## src/hdl/ipm_pkg.sv

```systemverilog
// Constants for the interrupt priority resolver and power mode block.
// Assumes an 8051-class core reaching registers as SFRs on sys_clk.
package ipm_pkg;
    // ------------------------------------------------------------------
    // Register addresses and reset values
    // ------------------------------------------------------------------
    localparam logic [7:0] POWER_MODE_CONTROL_ADDR = 8'h87;
    localparam logic [7:0] PRIO_LOW_BITS_ADDR      = 8'ha9;
    localparam logic [7:0] PRIO_HIGH_BITS_ADDR     = 8'hb9;
    localparam logic [7:0] POWER_MODE_RESET        = 8'h40;
    localparam logic [5:0] PRIO_RESET              = 6'h00;
    // ------------------------------------------------------------------
    // Field positions
    // ------------------------------------------------------------------
    localparam int IDLE_BIT    = 0;
    localparam int STOP_BIT    = 1;
    localparam int DOUBLER_BIT = 7;
    localparam int BIT6_POS    = 6;
    // ------------------------------------------------------------------
    // Sources, in polling order
    // ------------------------------------------------------------------
    localparam int NSRC = 10;
    localparam int NGRP = 6;
    localparam int SRC_EXT0 = 0;
    localparam int SRC_PWM  = 1;
    localparam int SRC_T0   = 2;
    localparam int SRC_SPI  = 3;
    localparam int SRC_EXT1 = 4;
    localparam int SRC_T1   = 5;
    localparam int SRC_SER0 = 6;
    localparam int SRC_LVD  = 7;
    localparam int SRC_T2   = 8;
    localparam int SRC_I2C  = 9;
    // Group of each source, indexed by polling position.
    localparam int SRC_GROUP [NSRC] = '{0, 0, 1, 1, 2, 3, 4, 4, 5, 5};
    // Entry addresses, indexed by polling position.
    localparam logic [15:0] SRC_VECTOR [NSRC] = '{
        16'h0003, 16'h0043, 16'h000b, 16'h004b, 16'h0013,
        16'h001b, 16'h0023, 16'h0063, 16'h002b, 16'h006b};
    // ------------------------------------------------------------------
    // Power states
    // ------------------------------------------------------------------
    typedef enum logic [1:0] {
        IPM_RUN  = 2'b00,
        IPM_IDLE = 2'b01,
        IPM_STOP = 2'b10
    } ipm_pwr_t;
endpackage : ipm_pkg

```

## src/hdl/ipm_ctrl.sv

```systemverilog
// Interrupt priority resolver with idle and stop power modes.
// Assumes request lines and SFR strobes are synchronous to sys_clk; the
// wake-capable pins are synchronised here.
`timescale 1ns/10ps
module ipm_ctrl
    import ipm_pkg::*;
(
    input  wire logic              sys_clk,
    input  wire logic              resetn,
    input  wire logic [7:0]        sfr_addr,
    input  wire logic              sfr_wr,
    input  wire logic [7:0]        sfr_wdata,
    output logic      [7:0]        sfr_rdata,
    input  wire logic [NSRC-1:0]   irq_req,
    input  wire logic              ext0_pin_req,
    input  wire logic              ext1_pin_req,
    input  wire logic              lvd_pin_req,
    input  wire logic              irq_ack,
    input  wire logic              irq_ret,
    output logic                   irq_valid,
    output logic      [15:0]       irq_vector,
    output logic                   cpu_halt,
    output logic                   clk_gate_off,
    output logic                   baud_doubler
);
    // ------------------------------------------------------------------
    // Registers
    // ------------------------------------------------------------------
    logic [5:0]  prio_low_ff, nxt_prio_low;
    logic [5:0]  prio_high_ff, nxt_prio_high;
    logic        doubler_ff, nxt_doubler;
    logic        bit6_ff, nxt_bit6;
    ipm_pwr_t    pwr_ff, nxt_pwr;
    logic [3:0]  active_ff, nxt_active;  // One bit per level in service.
    logic [2:0]  wake_s1_ff, wake_s2_ff;
    logic        valid_ff, nxt_valid;
    logic [15:0] vector_ff, nxt_vector;
    logic [1:0]  lvl_ff, nxt_lvl;        // Level of the standing offer.
    logic [1:0]  src_lvl [NSRC];
    logic        best_found;
    logic [1:0]  best_lvl;
    logic [15:0] best_vec;
    logic [1:0]  cur_lvl;
    logic        cur_any;
    logic        pin_wake;
    logic        stop_req;

    // Level of each source from its group's bit pair.
    genvar gi;
    generate
        for (gi = 0; gi < NSRC; gi++) begin : g_lvl
            assign src_lvl[gi] = {prio_high_ff[SRC_GROUP[gi]],
                                  prio_low_ff[SRC_GROUP[gi]]};
        end
    endgenerate

    // ------------------------------------------------------------------
    // Arbitration
    // ------------------------------------------------------------------
    // Scan downward so the earliest polled source wins ties at a level.
    always_comb begin
        best_found = 1'b0;
        best_lvl   = 2'b00;
        best_vec   = 16'h0000;
        for (int i = NSRC - 1; i >= 0; i--) begin
            if (irq_req[i] && (!best_found || src_lvl[i] >= best_lvl)) begin
                best_found = 1'b1;
                best_lvl   = src_lvl[i];
                best_vec   = SRC_VECTOR[i];
            end
        end
        cur_any = |active_ff;
        cur_lvl = active_ff[3] ? 2'd3 : active_ff[2] ? 2'd2 :
                  active_ff[1] ? 2'd1 : 2'd0;
    end

    // Wake pins pass two flops; only the second stage is read.
    // A pin pulse shorter than a clock period may be missed, so wake pins
    // are expected to stay high until the core runs again.
    always_ff @(posedge sys_clk) begin
        if (!resetn) begin
            wake_s1_ff <= 3'h0;
            wake_s2_ff <= 3'h0;
        end else begin
            wake_s1_ff <= {lvd_pin_req, ext1_pin_req, ext0_pin_req};
            wake_s2_ff <= wake_s1_ff;
        end
    end
    assign pin_wake = |wake_s2_ff;

    // A write that enters stop, seen in the cycle of the write itself.
    // The offer is dropped on that cycle so that it never stands in stop.
    assign stop_req = sfr_wr && (sfr_addr == POWER_MODE_CONTROL_ADDR) &&
                      sfr_wdata[STOP_BIT];

    // ------------------------------------------------------------------
    // Next state
    // ------------------------------------------------------------------
    always_comb begin
        nxt_prio_low  = prio_low_ff;
        nxt_prio_high = prio_high_ff;
        nxt_doubler   = doubler_ff;
        nxt_bit6      = bit6_ff;
        nxt_pwr       = pwr_ff;
        nxt_active    = active_ff;
        nxt_valid     = valid_ff;
        nxt_vector    = vector_ff;
        nxt_lvl       = lvl_ff;
        if (sfr_wr) begin
            case (sfr_addr)
                PRIO_LOW_BITS_ADDR:  nxt_prio_low  = sfr_wdata[5:0];
                PRIO_HIGH_BITS_ADDR: nxt_prio_high = sfr_wdata[5:0];
                POWER_MODE_CONTROL_ADDR: begin
                    nxt_doubler = sfr_wdata[DOUBLER_BIT];
                    nxt_bit6    = sfr_wdata[BIT6_POS];
                    if (sfr_wdata[STOP_BIT]) begin
                        nxt_pwr = IPM_STOP;
                    end else if (sfr_wdata[IDLE_BIT]) begin
                        nxt_pwr = IPM_IDLE;
                    end
                end
                default: ;
            endcase
        end
        // Return from service drops the highest active level.
        if (irq_ret && cur_any) begin
            nxt_active[cur_lvl] = 1'b0;
        end
        // Offer a request only while the core clock runs. The ack marks the
        // level that was offered, not the current winner, since requests may
        // change between the offer and the ack.
        if (irq_ack && valid_ff) begin
            nxt_active[lvl_ff] = 1'b1;
            nxt_valid = 1'b0;
        end else if (stop_req || pwr_ff == IPM_STOP) begin
            nxt_valid = 1'b0;
        end else begin
            nxt_valid  = best_found && (!cur_any || best_lvl > cur_lvl);
            nxt_vector = best_vec;
            nxt_lvl    = best_lvl;
        end
        case (pwr_ff)
            IPM_IDLE: begin
                if (valid_ff) begin
                    nxt_pwr = IPM_RUN;
                end
            end
            IPM_STOP: begin
                if (pin_wake) begin
                    nxt_pwr = IPM_RUN;
                end
            end
            IPM_RUN: ;
            default: nxt_pwr = IPM_RUN;
        endcase
    end

    // Reset here stands for every reset source, which also ends both modes.
    always_ff @(posedge sys_clk) begin
        if (!resetn) begin
            prio_low_ff  <= PRIO_RESET;
            prio_high_ff <= PRIO_RESET;
            doubler_ff   <= POWER_MODE_RESET[DOUBLER_BIT];
            bit6_ff      <= POWER_MODE_RESET[BIT6_POS];
            pwr_ff       <= IPM_RUN;
            active_ff    <= 4'h0;
            valid_ff     <= 1'b0;
            vector_ff    <= 16'h0000;
            lvl_ff       <= 2'b00;
        end else begin
            prio_low_ff  <= nxt_prio_low;
            prio_high_ff <= nxt_prio_high;
            doubler_ff   <= nxt_doubler;
            bit6_ff      <= nxt_bit6;
            pwr_ff       <= nxt_pwr;
            active_ff    <= nxt_active;
            valid_ff     <= nxt_valid;
            vector_ff    <= nxt_vector;
            lvl_ff       <= nxt_lvl;
        end
    end

    // ------------------------------------------------------------------
    // Read-back and outputs
    // ------------------------------------------------------------------
    // Mode bits are triggers, not storage, so they read as zero.
    always_comb begin
        case (sfr_addr)
            PRIO_LOW_BITS_ADDR:  sfr_rdata = {2'b00, prio_low_ff};
            PRIO_HIGH_BITS_ADDR: sfr_rdata = {2'b00, prio_high_ff};
            POWER_MODE_CONTROL_ADDR:
                sfr_rdata = {doubler_ff, bit6_ff, 6'h00};
            default: sfr_rdata = 8'h00;
        endcase
    end

    // Both halt outputs decode the power state register alone, so they
    // change only on clock edges and cannot glitch into the clock gate.
    assign irq_valid    = valid_ff;
    assign irq_vector   = vector_ff;
    assign cpu_halt     = (pwr_ff != IPM_RUN);
    assign clk_gate_off = (pwr_ff == IPM_STOP);
    assign baud_doubler = doubler_ff;

endmodule // ipm_ctrl

```

## config.mk

```make
export PLATFORM = sky130hd
export DESIGN_NAME = ipm_ctrl
export DESIGN_NICKNAME = d
export VERILOG_FILES = /design/src/hdl/ipm_pkg.sv /design/src/hdl/ipm_ctrl.sv
export SDC_FILE = /design/constraint.sdc
export NUM_CORES = 1
export LEC_CHECK = 0
export BUFFER_PORTS_ARGS = -buffer_cell sky130_fd_sc_hd__buf_4
export CORE_MARGIN = 1
export CORE_UTILIZATION = 49
export CTS_CLUSTER_DIAMETER = 50
export DETAILED_ROUTE_END_ITERATION = 16
export GPL_ROUTABILITY_DRIVEN = 0
export HOLD_SLACK_MARGIN = 0.05
export MAX_ROUTING_LAYER = met4
export PLACE_DENSITY = 0.77
export SKIP_LAST_GASP = 1
export SLEW_MARGIN = 20
export SYNTH_ARGS = -nofsm -noshare
export SYNTH_HDL_FRONTEND = slang
export SYNTH_SLANG_ARGS = --single-unit
```

## constraint.sdc

```tcl
create_clock -name sys_clk -period 14.73 [get_ports sys_clk]
set_input_delay 2.946 -clock sys_clk [delete_from_list [all_inputs] [get_ports sys_clk]]
set_output_delay 2.946 -clock sys_clk [all_outputs]
set_load 0.02 [all_outputs]
```

Word level (Yosys, flattened, before mapping)
Cells that the tools add are included.

storage, ports and cells
  register bits = 45
  latch bits = 0
  memory bits (writable) = 0
  ROM bits = 0
  input bits = 34
  output and inout port bits = 28
  memories = 0

operators by class
  add/subtract/negate cells = 0
  $mul = 0
  div/mod/pow operators = 0
  $lt $le $gt $ge = 14
  eq/ne operators = 5
  shift-type cells = 0
  multiplexer cells = 47
  bitwise operators = 6
  reduce and logical (&&, ||, !) cells = 46

operators by type and width
  cell                number
  $mux 16             9
  $mux 2              18
  $eq 8x8->1 const B  3
  $pmux 8 s3          1
  $ge 2x2->1          9
  $logic_and 1x1->1   16
  $mux 1              13
  $logic_or 1x1->1    11
  $logic_not 1->1     10
  $mux 4              2
  $reduce_and 2->1    4
  $mux 7              1
  $lt 2x3->1 const B  2
  $pmux 2 s3          1
  $reduce_or 3->1     2
  $and 4x4->4         1
  $demux 1 s2         2
  $ge 2x1->1 const B  2
  $not 4->4           1
  $or 4x4->4          1
  $reduce_or 4->1     1
  $not 1->1           3
  $eq 2x1->1 const B  1
  $eq 2x2->1 const B  1
  3 further kinds     3

Longest topological paths before layout
Gate-level depths: netlist of the first run.

  depth after elaboration = 40
  mapped depth = 62
  mapped depth without buffers = 61

Worst setup path before layout of the first run
No wires, ideal clock.

  kind = input to register
  start = input irq_req[9]
  end = register valid_ff (netlist: irq_valid)
  setup time = 122 ps
  arrival = 13932 ps
  path slack = 676 ps
  stages = 59
  buffers on the path = 1
  path through = or2_1 > buf_6 > and2_1 > ha_1 > nor2b_1 > maj3_1 > a21bo_2 > nand2_1 > o21ai_0 > ha_1 > nor2b_1 > o211ai_4 > nand3_1 > and2_1 > o21ai_0 > ha_1 > nand2b_1 > and4_1 > (+23 left out) > ha_1 > nand2b_1 > maj3_1 > o21ai_1 > mux2_4 > ha_1 > nand2b_1 > a21oi_1 > o21ai_0 > and2_1 > a2111o_1 > nand2_1 > o211ai_1 > and2_1 > ha_1 > a21oi_1 > o211ai_1 > nor2_1

on the way
  cells in the longest elaborated chain, start to end = 40
  elaborated cells between the ends (all ways) = 59
  classes of those cells = order compare (10); mux (20); reduce/logical (29)

ends and longest elaborated chain
  item                                           line             text
  start: declaration                             ipm_ctrl.sv:14   input wire logic [NSRC-1:0] irq_req,
  $mux 2 or $mux 1 (tied branches)               ipm_ctrl.sv:66   if (irq_req[i] && (!best_found || src_lvl[i] >= best_lvl)) begin
  $ge 2x2->1 or $logic_not 1->1 (tied branches)  ipm_ctrl.sv:66
  $logic_or 1x1->1                               ipm_ctrl.sv:66
  $logic_and 1x1->1                              ipm_ctrl.sv:66
  $mux 2 or $mux 1 (tied branches)               ipm_ctrl.sv:66
  $ge 2x2->1 or $logic_not 1->1 (tied branches)  ipm_ctrl.sv:66
  $logic_or 1x1->1                               ipm_ctrl.sv:66
  $logic_and 1x1->1                              ipm_ctrl.sv:66
  (+24 left out)                                 n/a
  $mux 2 or $mux 1 (tied branches)               ipm_ctrl.sv:66
  $ge 2x2->1 or $logic_not 1->1 (tied branches)  ipm_ctrl.sv:66
  $logic_or 1x1->1                               ipm_ctrl.sv:66
  $logic_and 1x1->1                              ipm_ctrl.sv:66
  $mux 2                                         ipm_ctrl.sv:66
  $gt 2x2->1                                     ipm_ctrl.sv:138  nxt_valid = best_found && (!cur_any || best_lvl > cur_lvl);
  $logic_or 1x1->1                               ipm_ctrl.sv:138
  $logic_and 1x1->1 *                            ipm_ctrl.sv:138
  end signal: assignment                         ipm_ctrl.sv:177  valid_ff <= nxt_valid;
  end: declaration                               ipm_ctrl.sv:36   logic valid_ff, nxt_valid;

Every way passes the cells marked *; elsewhere a longest branch is shown, timed or not.
A chain may end at the register's enable or synchronous reset.

Worst setup path in the final report of the first run
Same ends and word-level chain as after synthesis.

==> results of run 1 <==
==> registers in the layout, summed over array words and instances (netlist names) <==
name          flops
prio_low_ff       6
pwr_ff            2
wake_s1_ff        3
baud_doubler      1
active_ff         4
irq_valid         1
lvl_ff            2
prio_high_ff      6
wake_s2_ff        3
bit6_ff           1
irq_vector        5
==> synthesized netlist by cell type, types with 2 or more instances <==
master | n | area share [%]
sky130_fd_sc_hd__o211ai_1 | 5 | 1.5
sky130_fd_sc_hd__maj3_1 | 4 | 1.6
sky130_fd_sc_hd__a31oi_1 | 2 | 0.50
sky130_fd_sc_hd__or3_1 | 3 | 0.75
sky130_fd_sc_hd__a21bo_2 | 2 | 0.80
sky130_fd_sc_hd__a221oi_1 | 2 | 0.70
sky130_fd_sc_hd__buf_6 | 2 | 0.90
sky130_fd_sc_hd__nor2b_1 | 17 | 4.3
sky130_fd_sc_hd__inv_1 | 16 | 2.4
sky130_fd_sc_hd__or2_2 | 3 | 0.75
sky130_fd_sc_hd__clkbuf_1 | 7 | 1.1
sky130_fd_sc_hd__o21ai_1 | 2 | 0.40
sky130_fd_sc_hd__nor3_1 | 5 | 1.0
sky130_fd_sc_hd__dfxtp_1 | 34 | 27
sky130_fd_sc_hd__nand3b_1 | 4 | 1.2
sky130_fd_sc_hd__nand3_1 | 6 | 1.2
sky130_fd_sc_hd__nand2b_1 | 7 | 1.8
sky130_fd_sc_hd__nor2_1 | 16 | 2.4
sky130_fd_sc_hd__nor3b_1 | 3 | 0.90
sky130_fd_sc_hd__o21ai_0 | 17 | 3.4
sky130_fd_sc_hd__and2_1 | 19 | 4.8
sky130_fd_sc_hd__nand4_1 | 3 | 0.75
sky130_fd_sc_hd__mux2i_1 | 20 | 8.0
sky130_fd_sc_hd__nor4_1 | 2 | 0.50
sky130_fd_sc_hd__o31ai_1 | 2 | 0.60
sky130_fd_sc_hd__buf_4 | 11 | 3.3
sky130_fd_sc_hd__and3_1 | 2 | 0.50
sky130_fd_sc_hd__a21boi_0 | 8 | 2.4
sky130_fd_sc_hd__ha_1 | 11 | 5.5
sky130_fd_sc_hd__nand2_1 | 23 | 3.5
sky130_fd_sc_hd__a21oi_1 | 9 | 1.8
==> routing by layer <==
layer | vias to the layer above | global-route usage [%] | wire (um)
met1 | 1046 | 30.0 | 2720
met3 | 4 | 5.21 | 340
met4 | 0 | 5.34 | 27
met5 | - | - | 0
li1 | 1150 | - | -
met2 | 80 | 35.4 | 2530
==> cell type report <==
class	count	share of cell area, %
Clock buffer	6	2.69
Clock inverter	1	0.978
Inverter	16	1.96
Multi-Input combinational cell	235	55.1
Sequential cell	34	22.2
Tap cell	67	2.73
Timing Repair Buffer	59	14.4
==> worst register-to-register path: cells and delay by family, from the launching register on <==
kind                     cells  cell delay [ns]
AO/OA/AOI/OAI               22             3.79
adder cells (fa/ha/maj)     12             3.47
buffers and inverters        3             0.32
flip-flops                   1             0.36
multiplexers                 1             0.31
AND/OR/NAND/NOR             22             3.24
==> per-stage QoR <==
| step | std cells | setup slack [ns] |
|---|---|---|
| after floorplan | 306 | 0.676 |
| after global placement | 408 | 0.368 |
| after detailed placement | 408 | 0.0102 |
| after CTS | 415 | 0.238 |
| after global routing | 418 | -0.0778 |
| final | 418 | 0.482 |
==> power breakdown <==
group | internal (mW) | switching [mW] | total [mW]
sequential | 0.0946 | 0.00167 | 0.0963
clock | 0.0541 | 0.0336 | 0.0877
combinational | 0.0217 | 0.0235 | 0.0452
total | 0.170 | 0.0588 | 0.229
==> worst paths after layout <==
| kind | from | to |
|---|---|---|
| hold / removal | wake_s1_ff[1] | wake_s2_ff[1] |
| hold reg to reg | wake_s1_ff[1] | wake_s2_ff[1] |
| setup reg to reg | prio_low_ff[4] | irq_valid |
| setup / recovery | irq_req[9] | irq_valid |
==> cells by family after synthesis <==
logic type | after synthesis | synth area share (%)
AO/OA/AOI/OAI | 69 | 21.7
multiplexers | 21 | 8.63
flip-flops | 34 | 27.3
other | 1 | 0.150
AND/OR/NAND/NOR | 120 | 27.3
buffers and inverters | 37 | 7.87
adder cells (fa/ha/maj) | 15 | 7.12
==> repair_timing <==
item	CTS	global route
resized for setup	0	12
setup endpoints to repair	0	4
setup buffers	0	3
==> summary.json, run 1 <==
{
  "worst_hold_path.num_cells": {"value": 1},
  "route.final.wire_length": {"value": 5620, "unit": "um"},
  "antenna_found_initial": {"value": 0},
  "max_cap_viol_count": {"value": 0},
  "core_area": {"value": 4820, "unit": "um2"},
  "placed_area": {"value": 2900, "unit": "um2"},
  "peak_vdd_ir": {"value": 53.6, "unit": "uV"},
  "antenna_cells": {"value": 0},
  "die_wd": {"value": 73.4, "unit": "um"},
  "grt_use_total": {"value": 22.7, "unit": "%"},
  "starting_density_of_the_core": {"value": 51.8, "unit": "%"},
  "wl_per_cell": {"value": 13.4, "unit": "um"},
  "grt_start_max_net_pins": {"value": 34},
  "arrival": {"value": 14.47, "unit": "ns"},
  "routed_via_density": {"value": 5.45},
  "yosysWarnings": {"value": 0},
  "ff2ff_setup_slack": {"value": 3.20, "unit": "ns"},
  "tns": {"value": 0, "unit": "ns"},
  "clk_root_buffer_cell": {"value": "sky130_fd_sc_hd__clkbuf_8"},
  "multi_input_area": {"value": 1690, "unit": "um2"},
  "critPathTopFamily": {"value": "compound AO/OA/AOI/OAI gates"},
  "cts_h_tree_depth": {"value": 2},
  "report.power.total": {"value": 0.229, "unit": "mW"},
  "dieHeight": {"value": 73.4, "unit": "um"},
  "layout_worst_path_cycle_share": {"value": 96.7, "unit": "%"},
  "utilization": {"value": 63.8, "unit": "%"},
  "drt_drc_violations_left": {"value": 0},
  "clk_path_buf_depth": {"value": 2},
  "power.static_leakage": {"value": 1.34, "unit": "nW"},
  "most_frequent_cells_in_the_layout": {"value": "sky130_fd_sc_hd__buf_4 (59), sky130_fd_sc_hd__dfxtp_1 (34), sky130_fd_sc_hd__nand2_1 (23)"},
  "cts_made_buffers": {"value": 5},
  "required": {"value": 14.95, "unit": "ns"},
  "setup_viol": {"value": 0},
  "crit_type": {"value": "input pin to register"},
  "synthFlopType": {"value": "sky130_fd_sc_hd__dfxtp_1"},
  "final.hold.worst_slack": {"value": 0.435, "unit": "ns"},
  "clk_latency": {"value": 0.29, "unit": "ns"},
  "cpMaxStageDelayCell": {"value": "sky130_fd_sc_hd__a221oi_2"},
  "slew-limit-headroom": {"value": 64.0, "unit": "%"},
  "cp-end-kind": {"value": "register"},
  "tritoncts": {"value": "yes"},
  "power_density": {"value": 74.6, "unit": "nW/um2"},
  "hold_buffers": {"value": 0},
  "dr_total_vias": {"value": 2280},
  "cts_sinks": {"value": 34},
  "path_depth": {"value": 62},
  "areaGrowthSynthToFinish": {"value": 23.1, "unit": "%"},
  "worst_path_max_stage_delay": {"value": 0.44, "unit": "ns"},
  "fmax": {"value": 70.2, "unit": "MHz"},
  "yosysUniqueCellTypes": {"value": 61},
  "finalClockSkew": {"value": 0.00327, "unit": "ns"},
  "seq_area": {"value": 681, "unit": "um2"},
  "dpl.hpwl": {"value": 4230, "unit": "um"},
  "wire_length_of_the_first_global_routing_pass": {"value": 9360, "unit": "um"},
  "start_kind": {"value": "input pin"},
  "ff2ff_path_depth": {"value": 60},
  "outcome": {"value": "finished, final reports clean"},
  "drive_gt1_share": {"value": 25.1, "unit": "%"},
  "design_area": {"value": 3070, "unit": "um2"},
  "postSynthAreaPerCell": {"value": 8.40, "unit": "um2"},
  "path_buf_inv": {"value": 3},
  "synth-seq-cells": {"value": 34},
  "synth_enable_flop_cells": {"value": 0},
  "io-pin-count": {"value": 62},
  "worst_hold_path_type": {"value": "register to register"},
  "crit_path_max_fanout": {"value": 6},
  "first_global_vias": {"value": 2107},
  "finish.net_count": {"value": 396},
  "path_clk_slew": {"value": 0.07, "unit": "ns"},
  "ys_seq_area_share": {"value": 27.3, "unit": "%"},
  "timing_max_transition_violations_final": {"value": 0},
  "fillers": {"value": 452},
  "report.final.hold_viol_count": {"value": 0},
  "async_flop_share": {"value": 0, "unit": "%"},
  "most_common_cell_on_crit_path": {"value": "sky130_fd_sc_hd__ha_1"},
  "synthCells": {"value": 297},
  "layout.cells.most_common": {"value": "sky130_fd_sc_hd__buf_4"},
  "first_pass_iters": {"value": 4},
  "io_buffer_count": {"value": 51},
  "timing_worst_slew_pin_value": {"value": 0.535, "unit": "ns"},
  "period_needed": {"value": 14.25, "unit": "ns"},
  "drt_iter0_markers": {"value": 161},
  "grt_overflow": {"value": 0},
  "dieArea": {"value": 5380, "unit": "um2"},
  "floorplan.rows": {"value": 25},
  "synthesis.area": {"value": 2490, "unit": "um2"},
  "postRouteAntennaNets": {"value": 0}
}
Note: power is estimated with default switching activity, not from simulation.
==> inputs of run 2 (changes only) <==
--- a/config.mk
+++ b/config.mk
@@ -6,6 +6,7 @@
 export NUM_CORES = 1
 export LEC_CHECK = 0
 export BUFFER_PORTS_ARGS = -buffer_cell sky130_fd_sc_hd__buf_4
+export CORE_ASPECT_RATIO = 1.4
 export CORE_MARGIN = 1
 export CORE_UTILIZATION = 49
 export CTS_CLUSTER_DIAMETER = 50
@@ -14,6 +15,7 @@
 export HOLD_SLACK_MARGIN = 0.05
 export MAX_ROUTING_LAYER = met4
 export PLACE_DENSITY = 0.77
+export REMOVE_ABC_BUFFERS = 1
 export SKIP_LAST_GASP = 1
 export SLEW_MARGIN = 20
 export SYNTH_ARGS = -nofsm -noshare
==> summary.json, run 2 (synthesis results as in run 1) <==
{
  "multi_input_area": {"value": 1700, "unit": "um2"},
  "route.final.wire_length": {"value": 5620, "unit": "um"},
  "period_needed": {"value": 14.04, "unit": "ns"},
  "crit_path_max_fanout": {"value": 5},
  "io_buffer_count": {"value": 51},
  "placed_area": {"value": 2890, "unit": "um2"},
  "drt_iter0_markers": {"value": 92},
  "layout_worst_path_cycle_share": {"value": 95.3, "unit": "%"},
  "report.power.total": {"value": 0.246, "unit": "mW"},
  "utilization": {"value": 63.1, "unit": "%"},
  "start_kind": {"value": "input pin"},
  "core_area": {"value": 4880, "unit": "um2"},
  "timing_worst_slew_pin_value": {"value": 0.591, "unit": "ns"},
  "worst_path_max_stage_delay": {"value": 0.38, "unit": "ns"},
  "post-route-worst-setup-slack": {"value": 0.694, "unit": "ns"},
  "ff2ff_setup_slack": {"value": 3.39, "unit": "ns"},
  "report.final.hold_viol_count": {"value": 0},
  "worst_hold_path.num_cells": {"value": 1},
  "grt_overflow": {"value": 0},
  "fmax": {"value": 71.2, "unit": "MHz"},
  "areaGrowthSynthToFinish": {"value": 23.3, "unit": "%"},
  "wl_per_cell": {"value": 13.6, "unit": "um"},
  "required": {"value": 14.90, "unit": "ns"},
  "finalClockSkew": {"value": 0.00496, "unit": "ns"},
  "slew-limit-headroom": {"value": 60.3, "unit": "%"},
  "cp-end-kind": {"value": "register"},
  "cts_made_buffers": {"value": 5},
  "outcome": {"value": "finished, final reports clean"},
  "design_area": {"value": 3080, "unit": "um2"},
  "seq_area": {"value": 681, "unit": "um2"},
  "layout.cells.most_common": {"value": "sky130_fd_sc_hd__buf_4"},
  "die_wd": {"value": 62.3, "unit": "um"},
  "grt_use_total": {"value": 21.6, "unit": "%"},
  "clk_root_buffer_cell": {"value": "sky130_fd_sc_hd__clkbuf_8"},
  "starting_density_of_the_core": {"value": 51.1, "unit": "%"},
  "cpMaxStageDelayCell": {"value": "sky130_fd_sc_hd__maj3_1"},
  "worst_hold_startpoint": {"value": "wake_s1_ff[0]"},
  "routed_via_density": {"value": 5.55},
  "first_pass_iters": {"value": 4},
  "setup_viol": {"value": 0},
  "antenna_cells": {"value": 0},
  "clk_latency": {"value": 0.28, "unit": "ns"},
  "tritoncts": {"value": "yes"},
  "cts_sinks": {"value": 34},
  "crit_type": {"value": "input pin to register"},
  "reg2reg_from": {"value": "prio_low_ff[4]"},
  "power_density": {"value": 80.0, "unit": "nW/um2"},
  "first_global_vias": {"value": 2140},
  "dr_total_vias": {"value": 2288},
  "post_cts_buffers": {"value": 0},
  "peak_vdd_ir": {"value": 62.9, "unit": "uV"},
  "clk_path_buf_depth": {"value": 2},
  "antenna_found_initial": {"value": 0},
  "drt_drc_violations_left": {"value": 0},
  "post-place-cells": {"value": 404},
  "grt_start_max_net_pins": {"value": 34},
  "path_clk_slew": {"value": 0.07, "unit": "ns"},
  "dieHeight": {"value": 86.4, "unit": "um"},
  "drive_gt1_share": {"value": 25.0, "unit": "%"},
  "timing_max_transition_violations_final": {"value": 0},
  "arrival": {"value": 14.20, "unit": "ns"},
  "floorplan.rows": {"value": 30},
  "most_common_cell_on_crit_path": {"value": "sky130_fd_sc_hd__ha_1"},
  "most_frequent_cells_in_the_layout": {"value": "sky130_fd_sc_hd__buf_4 (55), sky130_fd_sc_hd__dfxtp_1 (34), sky130_fd_sc_hd__nand2_1 (22)"},
  "dpl.hpwl": {"value": 4400, "unit": "um"},
  "io-pin-count": {"value": 62},
  "max_cap_viol_count": {"value": 0},
  "dp_worst_slack": {"value": -0.0609, "unit": "ns"},
  "power.static_leakage": {"value": 1.33, "unit": "nW"},
  "post_layout_instance_count_excluding_filler_cells": {"value": 412},
  "postRouteAntennaNets": {"value": 0},
  "dieArea": {"value": 5390, "unit": "um2"},
  "final.hold.worst_slack": {"value": 0.437, "unit": "ns"},
  "worst_hold_path_type": {"value": "register to register"},
  "finish.net_count": {"value": 392},
  "cts_h_tree_depth": {"value": 2},
  "wire_length_of_the_first_global_routing_pass": {"value": 9140, "unit": "um"},
  "hold_buffers": {"value": 0},
  "fillers": {"value": 440},
  "timing.critical_path.from": {"value": "irq_req[9]"},
  "tns": {"value": 0, "unit": "ns"},
  "ff2ff_path_depth": {"value": 57}
}
[run 2: cell types whose count changed in the layout (fill, tap and decap cells not counted)]
cell	change
sky130_fd_sc_hd__bufinv_16	+1
sky130_fd_sc_hd__nor3_4	+1
sky130_fd_sc_hd__nand2b_1	+1
sky130_fd_sc_hd__a21boi_2	+1
sky130_fd_sc_hd__nand2_2	+1
sky130_fd_sc_hd__a21oi_1	-1
sky130_fd_sc_hd__a21boi_1	-1
sky130_fd_sc_hd__buf_4	-4
sky130_fd_sc_hd__nand3_2	-1
sky130_fd_sc_hd__nand2b_4	-1
sky130_fd_sc_hd__nand3_1	+1
sky130_fd_sc_hd__nor3_1	-1
sky130_fd_sc_hd__nand2_1	-1
sky130_fd_sc_hd__a21oi_2	+1
[run 2: timing repair]
| action | 4_1_cts | 5_1_grt |
|---|---|---|
| endpoints found under the hold margin | 0 | 0 |
| endpoints found under the setup margin | 0 | 5 |
| gates resized for setup | 0 | 15 |
[run 2: worst paths after layout]
kind,end
max,irq_valid
min,wake_s2_ff[0]
max reg2reg,irq_valid
min reg2reg,wake_s2_ff[0]
[run 2: worst max-delay path, delay by kind of cell]
family / cells / cell delay, ns
buf+inv: 1 / 0.13
compound gates: 21 / 3.49
fa+ha+maj: 12 / 3.58
mux: 1 / 0.32
simple gates: 24 / 3.72
[run 2: layout make-up]
cell class / count / share of cell area [%]
clock buffers: 6 / 2.68
clock inverters: 2 / 1.95
inverters: 16 / 1.95
multi-input cells: 235 / 55.3
flip-flops and latches: 34 / 22.1
well taps: 64 / 2.60
repair buffers: 55 / 13.4
[run 2: routing by layer]
metal / track usage [%] / routed length (um)
met5: - / 0
met4: 9.09 / 61
met3: 3.03 / 144
met2: 40.8 / 3130
met1: 22.4 / 2280
[run 2: where the power goes]
| group | switching [mW] | internal (mW) | leakage, nW |
|---|---|---|---|
| Combinational | 0.0236 | 0.0212 | 0.980 |
| Clock | 0.0330 | 0.0722 | 0.0714 |
| Sequential | 0.00167 | 0.0946 | 0.277 |
